File: src/clkdist_pkg.sv
/*
 * shared constants for the clock distributor configuration register bank:
 * register byte offsets on the APB, field positions and reset values.
 * assumes a 32-bit APB master with word-aligned byte addresses.
 */
package clkdist_pkg;

  localparam int          NUM_OUTPUTS        = 8;
  localparam logic [11:0] OFS_OUTPUT0        = 12'h000;
  localparam logic [11:0] OFS_LOCK_DETECT    = 12'h02c;
  localparam logic [11:0] OFS_GLOBAL_PLL     = 12'h038;
  localparam logic [11:0] OFS_FEEDBACK_GAIN  = 12'h03c;

  localparam int          SOFT_RESET_POS     = 31;
  localparam int          PATH_SEL_LSB       = 17;
  localparam int          OUT_EN_POS         = 16;
  localparam int          DIVIDER_LSB        = 8;
  localparam int          DELAY_LSB          = 4;
  localparam int          QUARTER_POS        = 15;
  localparam int          GLOBAL_OE_POS      = 27;
  localparam int          SLEEP_POS          = 26;
  localparam int          CP_HIZ_POS         = 25;
  localparam int          CP_POL_POS         = 24;
  localparam int          LOCK_SEL_LSB       = 20;
  localparam int          REF_DIV_LSB        = 8;
  localparam int          FB_DIV_LSB         = 8;
  localparam int          CP_GAIN_LSB        = 30;

  localparam logic [1:0]  PATH_SEL_RST       = 2'h0;
  localparam logic [7:0]  DIVIDER_RST        = 8'h01;
  localparam logic [3:0]  DELAY_RST          = 4'h0;
  localparam logic [3:0]  LOCK_SEL_RST       = 4'h0;
  localparam logic [11:0] REF_DIV_RST        = 12'h00a;
  localparam logic [17:0] FB_DIV_RST         = 18'h002f8;
  localparam logic [1:0]  CP_GAIN_RST        = 2'h0;

endpackage : clkdist_pkg

File: src/clkdist_regs.sv
/*
 * configuration register bank of a PLL clock conditioner, APB slave.
 * assumes an APB master on CLK; fields drive the analog core as plain
 * registered outputs. readback is provided so software can check state.
 */
`timescale 1ns/100ps

// Functional notes
// eight output control registers, register n drives only clock output n
// all output registers share one layout; only register zero has reset
// writing one to bit 31 of register zero restores all defaults
// a soft-reset write ignores its other fields; host rewrites register zero
// host writes zero to the soft-reset bit when not using it
// output path select at bits 18:17, default bypass
// global output enable at bit 27, default one
// device sleep at bit 26, default zero
// charge-pump high impedance at bit 25, default zero
// charge-pump polarity at bit 24, default negative
// lock-pin select at bits 23:20, default disabled
// reference divider at bits 19:8, default ten
// enable bit 16, divider 15:8 default one, delay 7:4
// feedback divider 25:8 default 760, gain 31:30, quarter bit 15
module clkdist_regs
  import clkdist_pkg::*;
(
  // clock and reset
  input  wire logic        CLK,
  input  wire logic        RST_B,
  // apb slave
  input  wire logic        PSEL,
  input  wire logic        PENABLE,
  input  wire logic        PWRITE,
  input  wire logic [11:0] PADDR,
  input  wire logic [31:0] PWDATA,
  output logic      [31:0] PRDATA,
  output logic             PREADY,
  output logic             PSLVERR,
  // per-output controls
  output logic [15:0]      OUTPUT_PATH_SELECT,
  output logic [7:0]       OUTPUT_ENABLE_BIT,
  output logic [63:0]      OUTPUT_DIVIDER_CODE,
  output logic [31:0]      OUTPUT_DELAY_CODE,
  // global and pll controls
  output logic             LOCK_DETECT_QUARTER,
  output logic             GLOBAL_OUTPUT_ENABLE,
  output logic             DEVICE_SLEEP,
  output logic             CHARGE_PUMP_HIZ,
  output logic             CHARGE_PUMP_POLARITY,
  output logic [3:0]       LOCK_PIN_SELECT,
  output logic [11:0]      REF_DIVIDER,
  output logic [17:0]      FEEDBACK_DIVIDER,
  output logic [1:0]       CHARGE_PUMP_GAIN
);

  typedef struct packed {
    logic [1:0] path_sel;
    logic       out_en;
    logic [7:0] divider;
    logic [3:0] delay;
  } out_ctl_t;

  typedef struct packed {
    out_ctl_t [NUM_OUTPUTS-1:0] outs;
    logic                       quarter;
    logic                       global_oe;
    logic                       sleep;
    logic                       cp_hiz;
    logic                       cp_pol;
    logic [3:0]                 lock_sel;
    logic [11:0]                ref_div;
    logic [17:0]                fb_div;
    logic [1:0]                 cp_gain;
    logic [31:0]                rdata;
    logic                       err;
  } state_t;

  localparam out_ctl_t OUT_RST = '{PATH_SEL_RST, 1'b0, DIVIDER_RST, DELAY_RST};

  state_t state_reg;
  state_t state_next;

  // index of an output control register, or -1 when not one
  function automatic int out_index(input logic [11:0] a);
    int idx;
    idx = -1;
    if (a[1:0] == 2'h0 && a[11:5] == 7'h00)
      idx = int'(a[4:2]);
    return idx;
  endfunction : out_index

  function automatic state_t defaults();
    state_t s;
    s           = '0;
    for (int i = 0; i < NUM_OUTPUTS; i++) begin
      s.outs[i] = OUT_RST;
    end
    s.global_oe = 1'b1;
    s.sleep     = 1'b0;
    s.cp_hiz    = 1'b0;
    s.cp_pol    = 1'b0;
    s.lock_sel  = LOCK_SEL_RST;
    s.ref_div   = REF_DIV_RST;
    s.fb_div    = FB_DIV_RST;
    s.cp_gain   = CP_GAIN_RST;
    return s;
  endfunction : defaults

  logic access;
  logic setup;
  logic wr;
  int   oidx;
  logic mapped;

  assign access = PSEL && PENABLE;
  assign setup  = PSEL && !PENABLE;
  assign wr     = access && PWRITE;
  assign oidx   = out_index(PADDR);
  assign mapped = (oidx >= 0) || PADDR == OFS_LOCK_DETECT
                  || PADDR == OFS_GLOBAL_PLL || PADDR == OFS_FEEDBACK_GAIN;

  always_comb begin
    state_next = state_reg;
    // read data is captured in the setup cycle, so PRDATA leaves a
    // flip-flop in the access cycle and still needs no wait state
    if (setup) begin
      state_next.err   = !mapped;
      state_next.rdata = 32'h0;
      if (!PWRITE && oidx >= 0) begin
        state_next.rdata[PATH_SEL_LSB+:2] = state_reg.outs[oidx].path_sel;
        state_next.rdata[OUT_EN_POS]      = state_reg.outs[oidx].out_en;
        state_next.rdata[DIVIDER_LSB+:8]  = state_reg.outs[oidx].divider;
        state_next.rdata[DELAY_LSB+:4]    = state_reg.outs[oidx].delay;
      end else if (!PWRITE && PADDR == OFS_LOCK_DETECT) begin
        state_next.rdata[QUARTER_POS]     = state_reg.quarter;
      end else if (!PWRITE && PADDR == OFS_GLOBAL_PLL) begin
        state_next.rdata[GLOBAL_OE_POS]   = state_reg.global_oe;
        state_next.rdata[SLEEP_POS]       = state_reg.sleep;
        state_next.rdata[CP_HIZ_POS]      = state_reg.cp_hiz;
        state_next.rdata[CP_POL_POS]      = state_reg.cp_pol;
        state_next.rdata[LOCK_SEL_LSB+:4] = state_reg.lock_sel;
        state_next.rdata[REF_DIV_LSB+:12] = state_reg.ref_div;
      end else if (!PWRITE && PADDR == OFS_FEEDBACK_GAIN) begin
        state_next.rdata[FB_DIV_LSB+:18]  = state_reg.fb_div;
        state_next.rdata[CP_GAIN_LSB+:2]  = state_reg.cp_gain;
      end
    end else if (access) begin
      // the read bus goes back to zero once the transfer ends
      state_next.rdata = 32'h0;
      state_next.err   = 1'b0;
    end
    if (wr) begin
      // soft reset drops the rest of the word; host must write again
      if (PADDR == OFS_OUTPUT0 && PWDATA[SOFT_RESET_POS]) begin
        state_next = defaults();
        state_next.err = 1'b0;
      end else if (oidx >= 0) begin
        state_next.outs[oidx].path_sel = PWDATA[PATH_SEL_LSB+:2];
        state_next.outs[oidx].out_en   = PWDATA[OUT_EN_POS];
        state_next.outs[oidx].divider  = PWDATA[DIVIDER_LSB+:8];
        state_next.outs[oidx].delay    = PWDATA[DELAY_LSB+:4];
      end else if (PADDR == OFS_LOCK_DETECT) begin
        state_next.quarter   = PWDATA[QUARTER_POS];
      end else if (PADDR == OFS_GLOBAL_PLL) begin
        state_next.global_oe = PWDATA[GLOBAL_OE_POS];
        state_next.sleep     = PWDATA[SLEEP_POS];
        state_next.cp_hiz    = PWDATA[CP_HIZ_POS];
        state_next.cp_pol    = PWDATA[CP_POL_POS];
        state_next.lock_sel  = PWDATA[LOCK_SEL_LSB+:4];
        state_next.ref_div   = PWDATA[REF_DIV_LSB+:12];
      end else if (PADDR == OFS_FEEDBACK_GAIN) begin
        state_next.fb_div    = PWDATA[FB_DIV_LSB+:18];
        state_next.cp_gain   = PWDATA[CP_GAIN_LSB+:2];
      end
    end
  end

  always_ff @(posedge CLK or negedge RST_B) begin
    if (!RST_B) begin
      state_reg <= defaults();
    end else begin
      state_reg <= state_next;
    end
  end

  // zero wait states: the access phase always completes at once; the
  // address is held from setup, so the word fetched then is still right
  assign PREADY  = 1'b1;
  assign PRDATA  = state_reg.rdata;
  assign PSLVERR = access && state_reg.err;

  genvar g;
  generate
    for (g = 0; g < NUM_OUTPUTS; g++) begin : g_out
      assign OUTPUT_PATH_SELECT[2*g+:2]  = state_reg.outs[g].path_sel;
      assign OUTPUT_ENABLE_BIT[g]        = state_reg.outs[g].out_en;
      assign OUTPUT_DIVIDER_CODE[8*g+:8] = state_reg.outs[g].divider;
      assign OUTPUT_DELAY_CODE[4*g+:4]   = state_reg.outs[g].delay;
      // a write to register n that is not a soft reset may touch output n and no other
      AST_OUT_ONLY_OWN: assert property (@(posedge CLK)
        disable iff (!RST_B)
        wr && oidx >= 0 && oidx != g
          && !(oidx == 0 && PWDATA[SOFT_RESET_POS]) |=>
          $stable({OUTPUT_PATH_SELECT[2*g+:2], OUTPUT_ENABLE_BIT[g],
                   OUTPUT_DIVIDER_CODE[8*g+:8], OUTPUT_DELAY_CODE[4*g+:4]}))
        else $error("a write to one output changed another");
    end
  endgenerate

  assign LOCK_DETECT_QUARTER  = state_reg.quarter;
  assign GLOBAL_OUTPUT_ENABLE = state_reg.global_oe;
  assign DEVICE_SLEEP         = state_reg.sleep;
  assign CHARGE_PUMP_HIZ      = state_reg.cp_hiz;
  assign CHARGE_PUMP_POLARITY = state_reg.cp_pol;
  assign LOCK_PIN_SELECT      = state_reg.lock_sel;
  assign REF_DIVIDER          = state_reg.ref_div;
  assign FEEDBACK_DIVIDER     = state_reg.fb_div;
  assign CHARGE_PUMP_GAIN     = state_reg.cp_gain;

  AST_SOFT_RESET: assert property (@(posedge CLK) disable iff (!RST_B)
    wr && PADDR == OFS_OUTPUT0 && PWDATA[SOFT_RESET_POS] |=>
      GLOBAL_OUTPUT_ENABLE && REF_DIVIDER == REF_DIV_RST
      && FEEDBACK_DIVIDER == FB_DIV_RST && OUTPUT_DIVIDER_CODE[7:0] == 8'h01)
    else $error("soft reset did not restore defaults");
  AST_RESET_IGNORES: assert property (@(posedge CLK)
    disable iff (!RST_B)
    wr && PADDR == OFS_OUTPUT0 && PWDATA[SOFT_RESET_POS] |=>
      OUTPUT_PATH_SELECT[1:0] == 2'h0 && !OUTPUT_ENABLE_BIT[0])
    else $error("soft reset write applied its other fields");
  AST_OUT_ISOLATE: assert property (@(posedge CLK) disable iff (!RST_B)
    wr && oidx > 0 |=> $stable(OUTPUT_DIVIDER_CODE[7:0]))
    else $error("write to another output changed output zero");
  AST_PATH_SEL: assert property (@(posedge CLK) disable iff (!RST_B)
    wr && PADDR == 12'h004 |=> OUTPUT_PATH_SELECT[3:2] == $past(PWDATA[18:17]))
    else $error("path select not stored");
  AST_GLOBAL_OE: assert property (@(posedge CLK) disable iff (!RST_B)
    wr && PADDR == OFS_GLOBAL_PLL |=>
      GLOBAL_OUTPUT_ENABLE == $past(PWDATA[27]))
    else $error("global output enable not stored");
  AST_SLEEP: assert property (@(posedge CLK) disable iff (!RST_B)
    !(wr && PADDR == OFS_GLOBAL_PLL) && !(wr && PADDR == OFS_OUTPUT0)
      |=> $stable(DEVICE_SLEEP))
    else $error("sleep changed without a write");
  AST_REF_DIV: assert property (@(posedge CLK) disable iff (!RST_B)
    wr && PADDR == OFS_GLOBAL_PLL |=> REF_DIVIDER == $past(PWDATA[19:8]))
    else $error("reference divider not stored");
  AST_FB_DIV: assert property (@(posedge CLK) disable iff (!RST_B)
    wr && PADDR == OFS_FEEDBACK_GAIN |=>
      FEEDBACK_DIVIDER == $past(PWDATA[25:8])
      && CHARGE_PUMP_GAIN == $past(PWDATA[31:30]))
    else $error("feedback divider or gain not stored");

  // global and output fields are stored from their own bit positions; soft reset returns the globals to their defaults
  AST_SLEEP_STORE: assert property (@(posedge CLK) disable iff (!RST_B)
    wr && PADDR == OFS_GLOBAL_PLL |=> DEVICE_SLEEP == $past(PWDATA[SLEEP_POS]))
    else $error("device sleep not stored");
  AST_CP_HIZ: assert property (@(posedge CLK) disable iff (!RST_B)
    wr && PADDR == OFS_GLOBAL_PLL |=>
      CHARGE_PUMP_HIZ == $past(PWDATA[CP_HIZ_POS]))
    else $error("charge pump high impedance bit not stored");
  AST_CP_POL: assert property (@(posedge CLK) disable iff (!RST_B)
    wr && PADDR == OFS_GLOBAL_PLL |=>
      CHARGE_PUMP_POLARITY == $past(PWDATA[CP_POL_POS]))
    else $error("charge pump polarity not stored");
  AST_LOCK_SEL: assert property (@(posedge CLK) disable iff (!RST_B)
    wr && PADDR == OFS_GLOBAL_PLL |=>
      LOCK_PIN_SELECT == $past(PWDATA[LOCK_SEL_LSB+:4]))
    else $error("lock pin select not stored");
  AST_QUARTER: assert property (@(posedge CLK) disable iff (!RST_B)
    wr && PADDR == OFS_LOCK_DETECT |=>
      LOCK_DETECT_QUARTER == $past(PWDATA[QUARTER_POS]))
    else $error("lock detect quarter bit not stored");
  AST_OUT_FIELDS: assert property (@(posedge CLK) disable iff (!RST_B)
    wr && PADDR == OFS_OUTPUT0 && !PWDATA[SOFT_RESET_POS] |=>
      OUTPUT_ENABLE_BIT[0] == $past(PWDATA[OUT_EN_POS])
      && OUTPUT_DIVIDER_CODE[7:0] == $past(PWDATA[DIVIDER_LSB+:8])
      && OUTPUT_DELAY_CODE[3:0] == $past(PWDATA[DELAY_LSB+:4]))
    else $error("output zero fields not stored");
  AST_PATH_SEL7: assert property (@(posedge CLK) disable iff (!RST_B)
    wr && PADDR == 12'h01c |=>
      OUTPUT_PATH_SELECT[15:14] == $past(PWDATA[PATH_SEL_LSB+:2]))
    else $error("last output path select not stored");
  AST_SOFT_GLOBAL: assert property (@(posedge CLK) disable iff (!RST_B)
    wr && PADDR == OFS_OUTPUT0 && PWDATA[SOFT_RESET_POS] |=>
      !DEVICE_SLEEP && !CHARGE_PUMP_HIZ && !CHARGE_PUMP_POLARITY
      && !LOCK_DETECT_QUARTER && LOCK_PIN_SELECT == LOCK_SEL_RST
      && CHARGE_PUMP_GAIN == CP_GAIN_RST)
    else $error("soft reset left a global field changed");

  // bus side: error response, readback layout, unmapped writes
  AST_SLVERR: assert property (@(posedge CLK) disable iff (!RST_B)
    access |-> PSLVERR == !mapped)
    else $error("error response does not match the address map");
  AST_READBACK: assert property (@(posedge CLK) disable iff (!RST_B)
    access && !PWRITE && PADDR == 12'h01c |->
      PRDATA[18:4] == {OUTPUT_PATH_SELECT[15:14], OUTPUT_ENABLE_BIT[7],
                       OUTPUT_DIVIDER_CODE[63:56], OUTPUT_DELAY_CODE[31:28]}
      && PRDATA[31:19] == 13'h0 && PRDATA[3:0] == 4'h0)
    else $error("output seven reads back a different layout");
  AST_SOFT_CLEARS: assert property (@(posedge CLK) disable iff (!RST_B)
    access && !PWRITE && PADDR == OFS_OUTPUT0 |-> !PRDATA[SOFT_RESET_POS])
    else $error("soft reset bit reads back as set");
  AST_UNMAPPED: assert property (@(posedge CLK) disable iff (!RST_B)
    wr && !mapped |=>
      $stable({OUTPUT_PATH_SELECT, OUTPUT_ENABLE_BIT, OUTPUT_DIVIDER_CODE,
               GLOBAL_OUTPUT_ENABLE, REF_DIVIDER, FEEDBACK_DIVIDER}))
    else $error("write to an unmapped address changed a register");

  COV_SOFT_RESET: cover property (@(posedge CLK) disable iff (!RST_B)
    wr && PADDR == OFS_OUTPUT0 && PWDATA[SOFT_RESET_POS]);
  COV_OUT7: cover property (@(posedge CLK) disable iff (!RST_B)
    wr && PADDR == 12'h01c);
  COV_BADADDR: cover property (@(posedge CLK) disable iff (!RST_B)
    access && !mapped);
  COV_READBACK: cover property (@(posedge CLK) disable iff (!RST_B)
    access && !PWRITE && PADDR == OFS_GLOBAL_PLL);

endmodule : clkdist_regs

File: config.mk
export PLATFORM = sky130hd
export DESIGN_NAME = clkdist_regs
export DESIGN_NICKNAME = d
export VERILOG_FILES = /design/src/clkdist_pkg.sv /design/src/clkdist_regs.sv
export SDC_FILE = /design/constraint.sdc
export NUM_CORES = 1
export LEC_CHECK = 0
export BUFFER_PORTS_ARGS = -buffer_cell sky130_fd_sc_hd__buf_2
export CAP_MARGIN = 10
export CELL_PAD_IN_SITES_DETAIL_PLACEMENT = 1
export CELL_PAD_IN_SITES_GLOBAL_PLACEMENT = 1
export CORE_ASPECT_RATIO = 0.8
export CORE_MARGIN = 10
export CORE_UTILIZATION = 40
export DETAILED_ROUTE_END_ITERATION = 10
export PLACE_DENSITY_LB_ADDON = 0.1
export SLEW_MARGIN = 20
export SYNTH_ARGS = -nofsm -noshare
export SYNTH_HDL_FRONTEND = slang
export SYNTH_SLANG_ARGS = --single-unit
File: constraint.sdc
create_clock -name CLK -period 2.11 [get_ports CLK]
set_clock_uncertainty 0.15 [all_clocks]
set_input_delay 0.422 -clock CLK [delete_from_list [all_inputs] [get_ports CLK]]
set_output_delay 0.422 -clock CLK [all_outputs]
set_load 0.02 [all_outputs]
==> flow_metrics.py <==
metrics = {
    "clock_network": {
        "cts_tree": "built",
        "path_clk_slew_ps": 80,
        "htreeDepth": 4,
        "clock_latency_ps": 450,
        "clock-root-buffer": "clkbuf_16",
        "clock-sinks": 194,
        "cts_buffers": 17,
        "clockBufferDepth": 2,
    },
    "route": {
        "vias": 8442,
        "avgViaCountPerCell": 5.65,
        "ant_nets": 0,
        "routed_wl_um": 39800,
        "drt_first_pass_iters": 5,
        "drtIter0Drc": 613,
        "avgRoutedWirePerCell_um": 26.7,
        "drc": 0,
    },
    "setup_path": {
        "r2r_start": "OUTPUT_PATH_SELECT[5]",
        "arrival_ps": 2280,
        "worstPathRequired_ps": 2290,
        "cp-start-kind": "input pin",
        "end_kind": "register",
        "crit_type": "in -> reg",
        "path_max_fanout": 15,
        "critPathLaunch": "PADDR[1]",
    },
    "power": {
        "power_switching_mw": 2.01,
        "ir_drop_mv": 0.561,
        "power.density_nw_per_um2": 628,
        "p_int_mw": 5.71,
        "comb_power_share": 0.072,
        "leakage_nw": 6.32,
        "clockPowerShare": 0.445,
        "power_mw": 7.72,
        "p_sw_frac": 0.260,
        "seqPwrFrac": 0.482,
    },
    "cells_and_area": {
        "design_area_um2": 12300,
        "layout-drive-gt1-share": 0.421,
        "area_growth_pct": 20.4,
        "fin_nets": 1203,
        "utilization": 0.487,
        "largest_register_ff_count": 64,
    },
    "placement": {
        "place_worst_setup_slack_ps": -505,
        "dp_hpwl_um": 30600,
        "portBuffers": 236,
        "place_congestion": 0.867,
        "postPlaceCellArea_um2": 11500,
    },
    "yosys": {
        "ys.flop_type": "dfrtp_1",
        "syn-instance-count": 994,
        "yosysSeqAreaShare": 0.478,
        "syn_nets": 1043,
        "synth_seq_cells": 194,
        "synth_edf_count": 0,
        "avgSynthCellArea_um2": 10.3,
        "ys_types": 66,
        "synth_top_cell_area_share": 0.434,
        "syn-cell-area_um2": 10200,
        "synth-async-reset-ratio": 1.00,
        "yosysWarnings": 0,
        "yosysTopAreaCell": "dfrtp_1",
        "synth_area_leaders": "dfrtp_1 (43%), buf_4 (14%), a22o_1 (8.2%)",
    },
    "global_routing": {
        "use_met1": 0.329,
        "grt_pass1_vias": 8986,
        "grt_usage": 0.244,
        "grt_max_degree": 48,
        "grt.overflow.total": 0,
        "met3_usage": 0.0601,
        "grt_pass1_wl_um": 59200,
        "grt_antenna_before_repair": 2,
        "use_met2": 0.384,
        "grt-busiest-layer": "met2",
    },
    "die": {
        "row_count": 52,
        "dieArea_um2": 32400,
        "fp.dieW_um": 199,
        "start_util": 0.404,
        "die_h_um": 163,
        "coreArea_um2": 25200,
        "io_pins": 244,
    },
    "timing": {
        "fin_crit_sh": 0.997,
        "hold_viol": 0,
        "slew_violations": 0,
        "setup_viol": 0,
        "max_slew.worst_pin.slew_ps": 551,
        "rsz0062_at_grt": "true",
        "slew_headroom": 0.630,
        "setup_tns_ps": 0,
        "fin_crit_ps": 2100,
        "maxClockFrequency_ghz": 0.475,
        "setup_slack_ps": 5.37,
    },
    "min_path": {
        "worstHoldPathType": "in -> reg",
        "worstHoldStart": "PWDATA[27]",
    },
    "outcome": {
        "outcome": "completed",
    },
    "flow_run": {
        "max_cap_violations": 0,
    },
}
## cells in the final DEF (no fill, tap or decap), types with 6 or more instances in the layout
cell and count:
nand2_1 99, a32o_1 13, dfstp_2 17, o21ai_1 27, a22oi_1 19, nand3_1 19
dfrtp_1 177, a21oi_1 15, inv_1 10, and3_1 6, nor2b_1 15, a22o_1 95
clkbuf_16 17, buf_12 15, mux2_2 7, buf_2 235, buf_6 9, o2bb2ai_1 7
nand4_1 6, nor2_1 19, o22a_1 9, mux2i_1 17, o21ai_0 27, o211ai_1 6
buf_4 138, nor3_1 17, o22ai_1 7
## cell usage after synthesis, types with 3 or more instances
cell	number
dfrtp_1	177
o2bb2ai_1	7
a32o_1	13
nor2b_1	15
a22o_1	95
mux2_2	7
nand3_1	22
o32ai_1	4
nor2_1	23
inv_1	10
a2111oi_0	3
nor4_1	5
mux4_2	4
a31oi_1	5
o41ai_1	3
buf_4	191
o22a_1	9
and3_1	6
nor4_2	4
nor3b_1	3
a22oi_1	20
o211ai_1	6
nand2_1	100
or4_1	3
nor3_1	21
nand2b_1	4
a32oi_1	3
dfstp_2	17
mux2i_1	17
nand4_1	6
buf_2	15
and4b_1	3
clkbuf_1	37
o22ai_1	7
a21o_1	4
o21ai_0	50
nand3b_1	4
buf_1	14
o21ai_1	6
o2111ai_1	3
a21oi_1	16
o221ai_1	3
## area by class of cell
type / instances / area [um^2]
Clock inverter: 14 / 170
Antenna cell: 2 / 5.00
Inverter: 11 / 41.3
Timing Repair Buffer: 399 / 2640
Multi-Input combinational cell: 531 / 3730
Clock buffer: 18 / 429
Tap cell: 324 / 405
Fill cell: 2830 / 12900
Sequential cell: 194 / 4880
## per-layer routing
metal,vias to the layer above,part of all wire
met5,-,0.0020
met4,2,0.012
met3,31,0.073
met2,295,0.47
met1,4378,0.45
li1,3736,-
## power groups by stage
stage / sequential, mW / clock [mW] / combinational (mW)
floorplan: 3.80 / 0 / 0.187
global placement: 3.80 / 0 / 0.548
detailed placement: 3.80 / 0 / 0.551
CTS: 3.72 / 3.50 / 0.556
global route: 3.73 / 3.64 / 0.598
finish: 3.72 / 3.44 / 0.559
## worst max-delay path, cell delays in order
cell	delay [ps]
buf_2	110
or4_4	550
or4_4	580
buf_4	160
nor2_4	140
nor2_4	120
a22o_1	200
## path summary, 6_finish.rpt
check | endpoint | slack [ps] | depth (start not counted)
min in group asynchronous | OUTPUT_DELAY_CODE[1] | 340 | 2
min reg2reg | PRDATA[19] | 340 | 1
max reg2reg | PRDATA[18] | 160 | 4
max in group asynchronous | REF_DIVIDER[1] | 790 | 3
min | GLOBAL_OUTPUT_ENABLE | 50 | 2
max | OUTPUT_DIVIDER_CODE[63] | 5 | 7
## cells by family (layout without fill, tap and decap cells)
family | after synthesis | count (layout) | synth area share
buffers and inverters | 269 | 442 | 0.172
AOI/OAI and AO/OA | 268 | 268 | 0.199
and+or+nand+nor | 234 | 234 | 0.118
DFF | 194 | 194 | 0.478
muxes | 28 | 28 | 0.0332
other | 1 | 3 | 0.000367
## stage by stage
step	instances	hold slack (ps)
floorplan	994	-23.6
detailed placement	1455	255
CTS	1488	27.7
global route	1493	48.2
global placement	1455	253
finish	1493	51.8
## timing repair
action | CTS | global route
hold endpoints to repair | 34 | 0
buffers inserted | 0 | 2
cloned | 0 | 1
hold buffers | 1 | 0
endpoints found under the setup margin | 13 | 105
pin swaps | 0 | 1
resized for setup | 3 | 30
No activity file was read; power rests on OpenSTA's default activity.
